===== config.mk =====
export PLATFORM = sky130hd
export DESIGN_NAME = asrm_host
export DESIGN_NICKNAME = d
export VERILOG_FILES = /design/src/asrm_pkg.sv /design/src/asrm_sync.sv /design/src/asrm_host.sv
export SDC_FILE = /design/constraint.sdc
export NUM_CORES = 1
export LEC_CHECK = 0
export BUFFER_PORTS_ARGS = -buffer_cell sky130_fd_sc_hd__buf_2
export CAP_MARGIN = 10
export CORE_ASPECT_RATIO = 1.5
export CORE_MARGIN = 10
export CORE_UTILIZATION = 52
export DETAILED_ROUTE_END_ITERATION = 8
export MAX_ROUTING_LAYER = met4
export PLACE_DENSITY = 0.79
export SLEW_MARGIN = 20
export SYNTH_ARGS = -nofsm -noshare
export SYNTH_HDL_FRONTEND = slang
export SYNTH_HIERARCHICAL = 1
export SYNTH_SLANG_ARGS = --single-unit

===== constraint.sdc =====
create_clock -name sys_clk -period 1.9 [get_ports sys_clk]
set_input_delay 0.19 -clock sys_clk [delete_from_list [all_inputs] [get_ports sys_clk]]
set_output_delay 0.19 -clock sys_clk [all_outputs]
set_load 0.01 [all_outputs]

===== src/asrm_pkg.sv =====
/*
  Package for the host controller of a 64K x 4 asynchronous static memory.
  Assumes one 40 MHz system clock; the memory itself has no clock.
*/
package asrm_pkg;
  localparam int ADDR_W = 16;
  localparam int DATA_W = 4;
  localparam real CLK_NS = 25.0;
  // Phase lengths in ns, chosen to cover the slowest speed grade.
  localparam real SETUP_NS = 25.0;
  localparam real PULSE_NS = 50.0;
  localparam real RECOV_NS = 25.0;
  localparam int SETUP_CYC = (int'($ceil(SETUP_NS / CLK_NS)) < 1) ? 1
    : int'($ceil(SETUP_NS / CLK_NS));
  localparam int PULSE_CYC = (int'($ceil(PULSE_NS / CLK_NS)) < 1) ? 1
    : int'($ceil(PULSE_NS / CLK_NS));
  localparam int RECOV_CYC = (int'($ceil(RECOV_NS / CLK_NS)) < 1) ? 1
    : int'($ceil(RECOV_NS / CLK_NS));
  localparam int CNT_W = 4;
  localparam logic [CNT_W-1:0] CNT_ZERO = 4'h0;
  localparam logic [CNT_W-1:0] CNT_ONE = 4'h1;

  typedef enum logic [4:0] {
    ASRM_IDLE = 5'b0_0001,
    ASRM_SETUP = 5'b0_0010,
    ASRM_PULSE = 5'b0_0100,
    ASRM_RECOV = 5'b0_1000,
    ASRM_DONE = 5'b1_0000
  } asrm_state_t;

  // Pin group driven toward the memory; strobes are active low.
  typedef struct packed {
    logic cs_n;
    logic we_n;
    logic oe_n;
    logic [ADDR_W-1:0] address_inputs;
    logic [DATA_W-1:0] data_out;
    logic data_oe;
  } asrm_pins_t;

  typedef struct packed {
    logic write;
    logic [ADDR_W-1:0] addr;
    logic [DATA_W-1:0] wdata;
  } asrm_req_t;
endpackage


===== src/asrm_sync.sv =====
/*
  Two-stage synchroniser for the shared data pins read back from the memory.
  Assumes the pins change with no relation to sys_clk.
*/
`timescale 1ns/1ps
module asrm_sync
  import asrm_pkg::*;
(
  // Clock and reset.
  input wire logic sys_clk,
  input wire logic rst_n,
  // Data.
  input wire logic [DATA_W-1:0] async_in,
  output logic [DATA_W-1:0] sync_out
);
  typedef struct packed {
    logic [DATA_W-1:0] meta;
    logic [DATA_W-1:0] stable;
  } asrm_sync_t;

  asrm_sync_t st_ff;
  asrm_sync_t nxt_st;

  always_comb
  begin
    nxt_st.meta = async_in;
    nxt_st.stable = st_ff.meta;
  end

  always_ff @(posedge sys_clk)
  begin
    if (!rst_n)
      st_ff <= '0;
    else
      st_ff <= nxt_st;
  end

  assign sync_out = st_ff.stable;
endmodule


===== src/asrm_host.sv =====
/*
  Host controller for a 64K x 4 asynchronous static memory with shared data pins.
  Takes one read or write request at a time and plays it out on the memory pins.
  Assumes the user holds a request until req_ready and that the pad resolves the
  shared data wire from data_oe of mem_pins.
*/
`timescale 1ns/1ps
module asrm_host
  import asrm_pkg::*;
(
  // Clock and reset.
  input wire logic sys_clk,
  input wire logic rst_n,
  // User request.
  input wire logic req_valid,
  input wire asrm_req_t req,
  output logic req_ready,
  // User answer.
  output logic rsp_valid,
  output logic [DATA_W-1:0] rsp_rdata,
  // Memory pins.
  output asrm_pins_t mem_pins,
  input wire logic [DATA_W-1:0] shared_data_in
);
  typedef struct packed {
    asrm_state_t state;
    logic [CNT_W-1:0] cnt;
    logic write;
    asrm_pins_t pins;
    logic ready;
    logic rsp_valid;
    logic [DATA_W-1:0] rdata;
  } asrm_host_t;

  localparam logic [CNT_W-1:0] SETUP_LD = CNT_W'(SETUP_CYC);
  localparam logic [CNT_W-1:0] PULSE_LD = CNT_W'(PULSE_CYC);
  localparam logic [CNT_W-1:0] RECOV_LD = CNT_W'(RECOV_CYC);

  asrm_host_t st_ff;
  asrm_host_t nxt_st;
  logic [DATA_W-1:0] data_sync;

  // Read data cross into sys_clk through two flops, so a read samples the pins
  // two cycles before it reports; the recovery phase of a read allows for that.
  asrm_sync u_sync (
    .sys_clk(sys_clk),
    .rst_n(rst_n),
    .async_in(shared_data_in),
    .sync_out(data_sync)
  );

  always_comb
  begin
    nxt_st = st_ff;
    nxt_st.rsp_valid = 1'b0;
    // The phase counter runs down on its own; each state only loads it.
    if (st_ff.cnt != CNT_ZERO)
      nxt_st.cnt = st_ff.cnt - CNT_ONE;
    case (st_ff.state)
      ASRM_IDLE:
      begin
        if (req_valid && st_ff.ready)
        begin
          // Write enable falls a cycle before select, so the memory never turns its
          // outputs on during a write; output enable stays high as a second guard.
          nxt_st.ready = 1'b0;
          nxt_st.write = req.write;
          nxt_st.pins.address_inputs = req.addr;
          nxt_st.pins.data_out = req.wdata;
          nxt_st.pins.cs_n = 1'b1;
          nxt_st.pins.we_n = ~req.write;
          nxt_st.pins.oe_n = 1'b1;
          nxt_st.pins.data_oe = req.write;
          nxt_st.cnt = SETUP_LD;
          nxt_st.state = ASRM_SETUP;
        end
      end
      ASRM_SETUP:
      begin
        if (st_ff.cnt == CNT_ONE)
        begin
          // On a write, write enable is already low, so the later strobe is select.
          nxt_st.pins.cs_n = 1'b0;
          nxt_st.pins.oe_n = st_ff.write;
          nxt_st.cnt = PULSE_LD;
          nxt_st.state = ASRM_PULSE;
        end
      end
      ASRM_PULSE:
      begin
        if (st_ff.cnt == CNT_ONE)
        begin
          // Select rises first and ends the write; data and address stay put.
          nxt_st.pins.cs_n = 1'b1;
          nxt_st.pins.oe_n = 1'b1;
          if (!st_ff.write)
            nxt_st.cnt = CNT_ONE + CNT_ONE;
          else
            nxt_st.cnt = RECOV_LD;
          nxt_st.state = ASRM_RECOV;
        end
      end
      ASRM_RECOV:
      begin
        if (st_ff.cnt == CNT_ONE)
        begin
          // Sampled late enough for the synchroniser to hold data of the pulse.
          nxt_st.rdata = st_ff.write ? st_ff.rdata : data_sync;
          nxt_st.pins.we_n = 1'b1;
          nxt_st.pins.data_oe = 1'b0;
          nxt_st.state = ASRM_DONE;
        end
      end
      ASRM_DONE:
      begin
        nxt_st.rsp_valid = 1'b1;
        nxt_st.ready = 1'b1;
        nxt_st.state = ASRM_IDLE;
      end
      default:
      begin
        nxt_st.state = ASRM_IDLE;
        nxt_st.ready = 1'b1;
      end
    endcase
  end

  always_ff @(posedge sys_clk)
  begin
    if (!rst_n)
    begin
      st_ff.state <= ASRM_IDLE;
      st_ff.cnt <= CNT_ZERO;
      st_ff.write <= 1'b0;
      st_ff.pins <= {1'b1, 1'b1, 1'b1, {ADDR_W{1'b0}}, {DATA_W{1'b0}}, 1'b0};
      st_ff.ready <= 1'b1;
      st_ff.rsp_valid <= 1'b0;
      st_ff.rdata <= '0;
    end
    else
      st_ff <= nxt_st;
  end

  assign req_ready = st_ff.ready;
  assign rsp_valid = st_ff.rsp_valid;
  assign rsp_rdata = st_ff.rdata;
  assign mem_pins = st_ff.pins;

  // Host never drives data while the memory is in read mode.
  a_no_bus_fight: assert property (@(posedge sys_clk) disable iff (!rst_n)
    (!st_ff.pins.cs_n && !st_ff.pins.oe_n && st_ff.pins.we_n) |-> !st_ff.pins.data_oe)
    else $error("host drives data during read mode");

  a_write_overlap: assert property (@(posedge sys_clk) disable iff (!rst_n)
    ($fell(st_ff.pins.cs_n) && !st_ff.pins.we_n) |->
      (!st_ff.pins.we_n && st_ff.pins.data_oe)[*2])
    else $error("write strobes not held low together");

  a_cs_after_we: assert property (@(posedge sys_clk) disable iff (!rst_n)
    $fell(st_ff.pins.we_n) |-> st_ff.pins.cs_n)
    else $error("select fell before write enable");

  a_read_strobes: assert property (@(posedge sys_clk) disable iff (!rst_n)
    ($fell(st_ff.pins.oe_n)) |-> (!st_ff.pins.cs_n && st_ff.pins.we_n))
    else $error("read strobes wrong");

  a_data_held: assert property (@(posedge sys_clk) disable iff (!rst_n)
    ($rose(st_ff.pins.cs_n) && !st_ff.pins.we_n) |->
      ($stable(st_ff.pins.address_inputs) && st_ff.pins.data_oe))
    else $error("write data or address moved at write end");

  a_oe_off_idle: assert property (@(posedge sys_clk) disable iff (!rst_n)
    st_ff.pins.cs_n |-> st_ff.pins.oe_n)
    else $error("output enable low while deselected");

  a_resp_bound: assert property (@(posedge sys_clk) disable iff (!rst_n)
    (req_valid && req_ready) |-> ##[4:12] rsp_valid)
    else $error("no response in time");

  a_ready_pulse: assert property (@(posedge sys_clk) disable iff (!rst_n)
    rsp_valid |-> (req_ready && mem_pins.cs_n && !mem_pins.data_oe))
    else $error("response while bus busy");

  // The checks below assume the one, two and one cycle phases of the package;
  // a change of phase lengths must revisit the pulse length check.
  a_addr_steady: assert property (@(posedge sys_clk) disable iff (!rst_n)
    !st_ff.pins.cs_n |-> $stable(st_ff.pins.address_inputs))
    else $error("address moved while selected");

  a_pulse_len: assert property (@(posedge sys_clk) disable iff (!rst_n)
    $fell(st_ff.pins.cs_n) |-> ##1 !st_ff.pins.cs_n ##1 st_ff.pins.cs_n)
    else $error("select pulse length wrong");

  a_drive_write_only: assert property (@(posedge sys_clk) disable iff (!rst_n)
    st_ff.pins.data_oe |-> !st_ff.pins.we_n)
    else $error("host drives data outside a write");

  a_read_oe_low: assert property (@(posedge sys_clk) disable iff (!rst_n)
    (!st_ff.pins.cs_n && st_ff.pins.we_n) |-> !st_ff.pins.oe_n)
    else $error("read selected without output enable");

  a_idle_quiet: assert property (@(posedge sys_clk) disable iff (!rst_n)
    (st_ff.state == ASRM_IDLE) |->
      (st_ff.pins.cs_n && st_ff.pins.we_n && st_ff.pins.oe_n && !st_ff.pins.data_oe))
    else $error("strobes active while idle");

  a_one_access: assert property (@(posedge sys_clk) disable iff (!rst_n)
    st_ff.ready |-> (st_ff.state == ASRM_IDLE))
    else $error("ready outside idle");

  a_rsp_once: assert property (@(posedge sys_clk) disable iff (!rst_n)
    st_ff.rsp_valid |=> !st_ff.rsp_valid)
    else $error("response longer than one cycle");
endmodule


-- Yosys cells after proc, flatten, opt, wreduce, memory -nomap -nowiden
Index checks and enable logic that the tools add are counted.
- bits in registers: 48
- input port bits: 28
- output and inout port bits: 30
- word-level logic and storage cells: 56
- add/subtract/negate cells: 1
- eq/ne operators: 10
- multiplexer cells: 17
- bitwise logic cells: 3
- reductions and logical operators: 11
- operators by type and width (cell ; count):
    35-bit 2-to-1 mux ; 1
    5-bit one-hot mux with 4 select lines ; 1
    9-bit 2-to-1 mux ; 2
    4-bit one-hot mux with 3 select lines ; 1
    2-bit inequality test, second input constant ; 4
    4-bit AND reduction ; 2
    1-bit one-hot mux with 2 select lines ; 3
    1-bit one-hot mux with 3 select lines ; 2
    3-bit AND reduction ; 2
    5-bit by 1-bit == test with 1-bit output, second input constant ; 1
    5-bit by 2-bit == test with 1-bit output, second input constant ; 1
    5-bit by 3-bit == test with 1-bit output, second input constant ; 1
    5-bit by 4-bit == test with 1-bit output, second input constant ; 1
    5-bit == test, second input constant ; 1
    5-bit 2-to-1 mux ; 1
    4-bit by 1-bit == test with 1-bit output, second input constant ; 1
    1-bit 2-to-1 mux ; 4
    4-bit 2-to-1 mux ; 1
    2-bit AND reduction ; 2
    4-bit nonzero test ; 1
    4-bit by 1-bit subtractor with 4-bit output, second input constant ; 1
    1-bit inverter ; 3
    3-bit nonzero test ; 1
    3-bit OR reduction ; 1
    other kinds (3) ; 3

-- Logic depth before layout (Yosys ltp)
- depth in word-level cells: 4
- mapped depth: 8
- gate-level depth less buffers: 6

-- By module
The synthesis kept the hierarchy.
- modules (own cells, without submodules) (module ; instances ; cells each ; area each (um^2) ; sequential area each (um^2)):
    asrm_host ; 1 ; 226 ; 1945.6 ; 800.8
    asrm_sync ; 1 ; 16 ; 210.2 ; 160.2

-- Worst setup path before layout
Ideal clock, no wire load.
- path type: reg2reg
- start: register st_ff[32] in the netlist's numbering
- end: register st_ff, in the netlist mem_pins[23]
- setup time: 120 ps
- arrival time: 1600 ps
- data required time: 1780 ps
- slack: 180 ps
- cell stages (with the launch flop): 8
- buffers on the path: 1
- clock period less this slack: 1720 ps
- cell sequence: dfxtp_1 > inv_1 > ha_1 > or3b_2 > buf_2 > nor3_1 > nor2_1 > a211o_1
- cells in the longest elaborated chain, start to end: 3
- elaborated cells on any way between the ends: 4
- those cells by class: eq/ne: 3; reduce/logical: 1
- RTL lines (what ; RTL line ; source):
    start, declared ; asrm_host.sv:39 ; asrm_host_t st_ff;
    start signal, assigned ; asrm_host.sv:141 ; st_ff <= nxt_st;
    4-bit by 1-bit == test with 1-bit output (*) ; asrm_host.sv:80, asrm_host.sv:91 ;
    2-bit inequality test (no source line) ; -- ;
    4-bit AND reduction (no source line) (*) ; -- ;
Mark *: on every way between the ends. The rest lies on a longest branch, timed or not.
A chain may end at the register's enable or synchronous reset.

-- Worst setup path in the final report
- start: register st_ff[36] in the netlist's numbering
- end: register st_ff, in the netlist mem_pins[20]
- cells in the longest elaborated chain, start to end: 2
- RTL lines (what ; RTL line ; source):
    5-bit by 1-bit == test with 1-bit output ; asrm_host.sv:59 ; case (st_ff.state)
    2-bit AND reduction (no source line) ; -- ;
No other way between the ends.

==> summary.txt <==
Clock network
  – Hold-fix buffers, CTS: 0
  – Sink Count: 48
  – CTS tree: yes
  – CTS H-Tree Depth: 2
  – Worst-path clk slew: 90 ps
  – Clock Tree Buf Depth: 2
  – Number of buffers created by CTS: 5
  – Source-to-sink clock delay at the later pin of the worst-skew pair: 300 ps
  – Clock root cell: clkbuf_8

Global routing
  – Antenna violations before repair: 0
  – Maximum number of pins on one net before global-route repair: 50
  – Global-route wire length before repair: between 6000 and 7000 um
  – Combined global-route utilization of all metal layers: 11.6%
  – GR Overflow Total: 0
  – Number of global-route vias before repair: 1450

Routing
  – Routed wirelength normalized by instance count: 12.8 um
  – WL final: 4060 um
  – Metal-1 WL: 1700 um
  – Number of DRC violations after detailed routing: 0
  – Detailed Route Iter0 Violations: 105
  – Highest Signal Layer: met4
  – Post-detailed-route count of antenna-violating nets: 0
  – Number of vias in the routed layout: 1557
  – Count of TritonRoute iterations in the first routing pass: 4
  – Post-DR vias/cell: 4.91
  – DR WL met2: 2070 um
  – Met3 Routed Length: 248 um

Timing
  – Number of hold violations in the final report: 0
  – Time the worst path needs with I/O delays and setup: between 1500 and 2000 ps
  – Total negative slack: 0 ps
  – Setup clock skew after layout: 9.39 ps
  – Setup violators final: 0
  – Max-slew headroom at the worst pin: between 60% and 70%
  – Slew at the pin with the worst max-slew slack: 536 ps
  – Peak clock frequency supported by timing: ~580 MHz
  – Number of max-slew violations in the final report: 0
  – Final worst slack: roughly 160 ps
  – RSZ-0062 raised after global routing: false
  – Tcrit/Tclk final: 91.4%
  – Worst-case hold slack: 81.4 ps

Synthesis
  – EDFF count, synth: 0
  – Most instantiated flip-flop cell in the synthesis netlist: dfxtp_1
  – Synth Register Bits: 48
  – Mapped Nets: 273
  – Synthesized instance count: 242
  – Largest family of logic cells by synthesized area: simple AND/OR/NAND/NOR gates
  – Number of unique standard cell types used by synthesis: 36
  – Simple-gate area share of the yosys netlist: 22.2%
  – Sequential cell area fraction in the yosys report: 44.6%
  – Area fraction in compound gates after synthesis: 15.2%
  – Fraction of synthesis flops using an asynchronous set or reset pin: 0%
  – Count of synthesis-stage warnings from yosys: 6
  – Post-synthesis instance area: 2160 um2
  – Xor/xnor share of the synthesized area: 0.813%
  – Syn Area/Cell: about 9 um2
  – Post-Synth Adder-Cell Area: 1.74%
  – Mux cell area share after synthesis: 0.464%

Critical path
  – Largest stage delay, worst path: between 500 and 600 ps
  – Cell-by-cell listing of the critical path: or3_1 > or2_1 > buf_4 > nand2_1 > a21boi_0
  – Cell at the slowest stage of the critical path: or3_1
  – Critical path launch point type: flip-flop
  – Crit path DAT: roughly 1900 ps
  – Crit path max fanout: 20
  – Required time worst endpoint: approximately 2100 ps
  – Setup Crit Path Kind: reg2reg
  – Critical path endpoint category: flip-flop
  – Register-to-register setup slack: approximately 160 ps

Die
  – Die width: 72.6 um
  – Effective utilization at floorplan: 54.0%
  – I/O pin count: 58
  – Row cnt: 28
  – Die outline height: 98.9 um
  – Floorplan Core Area: 3990 um2
  – Overall die area: 7170 um2

Pwr
  – Maximum VDD drop: 0.877 mV
  – Power Density: 1100 nW/um2
  – Cell leakage power: around 0.0011 uW

Status
  – Outcome: finished clean

Placed design
  – Estimated wirelength of the detail-placed design: 3020 um
  – Placement Setup Slack: ~90 ps
  – Number of port buffers: 57
  – Weighted congestion reported at the end of routability-driven placement: 0.855

Cells and area
  – Area growth, synth to finish: 9.34%
  – Layout cell share with drive strength beyond 1: between 20 and 30%
  – Most frequent standard cell in the layout excluding fill and tap cells: buf_2
  – Antenna cells: 0
  – Layout fillers: 376
  – Most frequent cells in the layout: buf_2, nand2_1, dfxtp_1
  – Final-stage net count: 302

Worst hold path
  – Path category of the worst min-delay check: in2reg

Job
  – Number of max-cap violations: 0
==> path summary, 6_finish.rpt <==
path | end | cells after the start | from
setup / recovery | mem_pins[20]$_SDFFE_PN0P_ | 5 | st_ff[36]$_SDFFE_PN0P_
hold / removal | u_sync/nxt_st[2]$_SDFF_PN0_ | 2 | shared_data_in[2]
setup reg to reg | mem_pins[20]$_SDFFE_PN0P_ | 5 | st_ff[36]$_SDFFE_PN0P_
hold reg to reg | u_sync/sync_out[3]$_SDFF_PN0_ | 1 | u_sync/nxt_st[3]$_SDFF_PN0_
==> cells in the mapped netlist, types with 3 or more instances <==
cell / number / area [um2]
nor3b_1: 5 / 37.5
a21o_1: 3 / 22.5
buf_4: 28 / 210
nor2b_1: 3 / 18.8
or3_1: 3 / 18.8
nand2_1: 50 / 188
clkbuf_1: 4 / 15.0
inv_1: 6 / 22.5
dfxtp_1: 48 / 961
nor3_1: 5 / 25.0
and2_1: 8 / 50.1
a21boi_1: 19 / 143
o21ai_0: 9 / 45.0
a21oi_1: 6 / 30.0
a21boi_0: 3 / 22.5
ha_1: 3 / 37.5
o211ai_1: 3 / 22.5
buf_2: 3 / 15.0
buf_6: 4 / 45.0
nand3_1: 6 / 30.0
and3_1: 4 / 25.0
==> repair_timing <==
action | 4_1_cts | 5_1_grt
setup buffers | 0 | 1
resized for setup | 0 | 2
endpoints found under the setup margin | 0 | 8
==> kinds of logic (layout without fill, tap and decap cells) <==
| family | Yosys count | in the layout |
|---|---|---|
| buffers and inverters | 46 | 76 |
| AND/OR/NAND/NOR | 94 | 94 |
| adder cells (fa/ha/maj) | 3 | 3 |
| multiplexers | 1 | 1 |
| AO/OA/AOI/OAI | 48 | 48 |
| XOR/XNOR | 2 | 2 |
| flip-flops | 48 | 48 |
==> critical path, delay by kind of cell, from the launching register on <==
| family | cells | cell delay, ps |
|---|---|---|
| and+or+nand+nor | 3 | 940 |
| AOI/OAI and AO/OA | 1 | 70 |
| DFF | 1 | 390 |
| buffers and inverters | 1 | 230 |
==> stage by stage <==
| step | cells | util [%] | area [um2] | power (uW) |
|---|---|---|---|---|
| 2_1_floorplan | 242 | - | 2160 | 1790 |
| 3_3_place_gp | 308 | 55.8 | 2230 | 1860 |
| 3_5_place_dp | 308 | 55.8 | 2230 | 1870 |
| 4_1_cts | 316 | 58.6 | 2340 | 2620 |
| 5_1_grt | 317 | 59.0 | 2360 | 2790 |
| 6_report | 317 | 59.0 | 2360 | 2600 |
==> sequential cells by signal, indices dropped and copies added, names as in the netlist <==
signal / cells
rsp_valid: 1
req_ready: 1
st_ff: 10
u_sync/sync_out: 4
rsp_rdata: 4
u_sync/nxt_st: 4
mem_pins: 24
==> where the power goes <==
| part | total, uW | switching, uW | internal [uW] |
|---|---|---|---|
| sequential | 1190 | 76.5 | 1110 |
| clock | 739 | 343 | 396 |
| combinational | 676 | 365 | 310 |
| total | 2600 | 785 | 1820 |
==> final cells by class <==
class	count	area, um2	area share (%)
timing repair buffer	62	323	13.7
sequential	48	961	40.8
inverter	6	22.5	0.955
multi-input combinational	148	880	37.3
tap	45	56.3	2.39
clock inverter	3	46.3	1.96
clock buffer	5	68.8	2.92
==> routing by layer <==
layer | global-route usage, % | up-vias
li1 | - | 831
met1 | 12.4 | 686
met2 | 19.5 | 36
met3 | 4.12 | 4
met4 | 3.52 | 0
met5 | - | -
No activity file was read; power rests on OpenSTA's default activity.
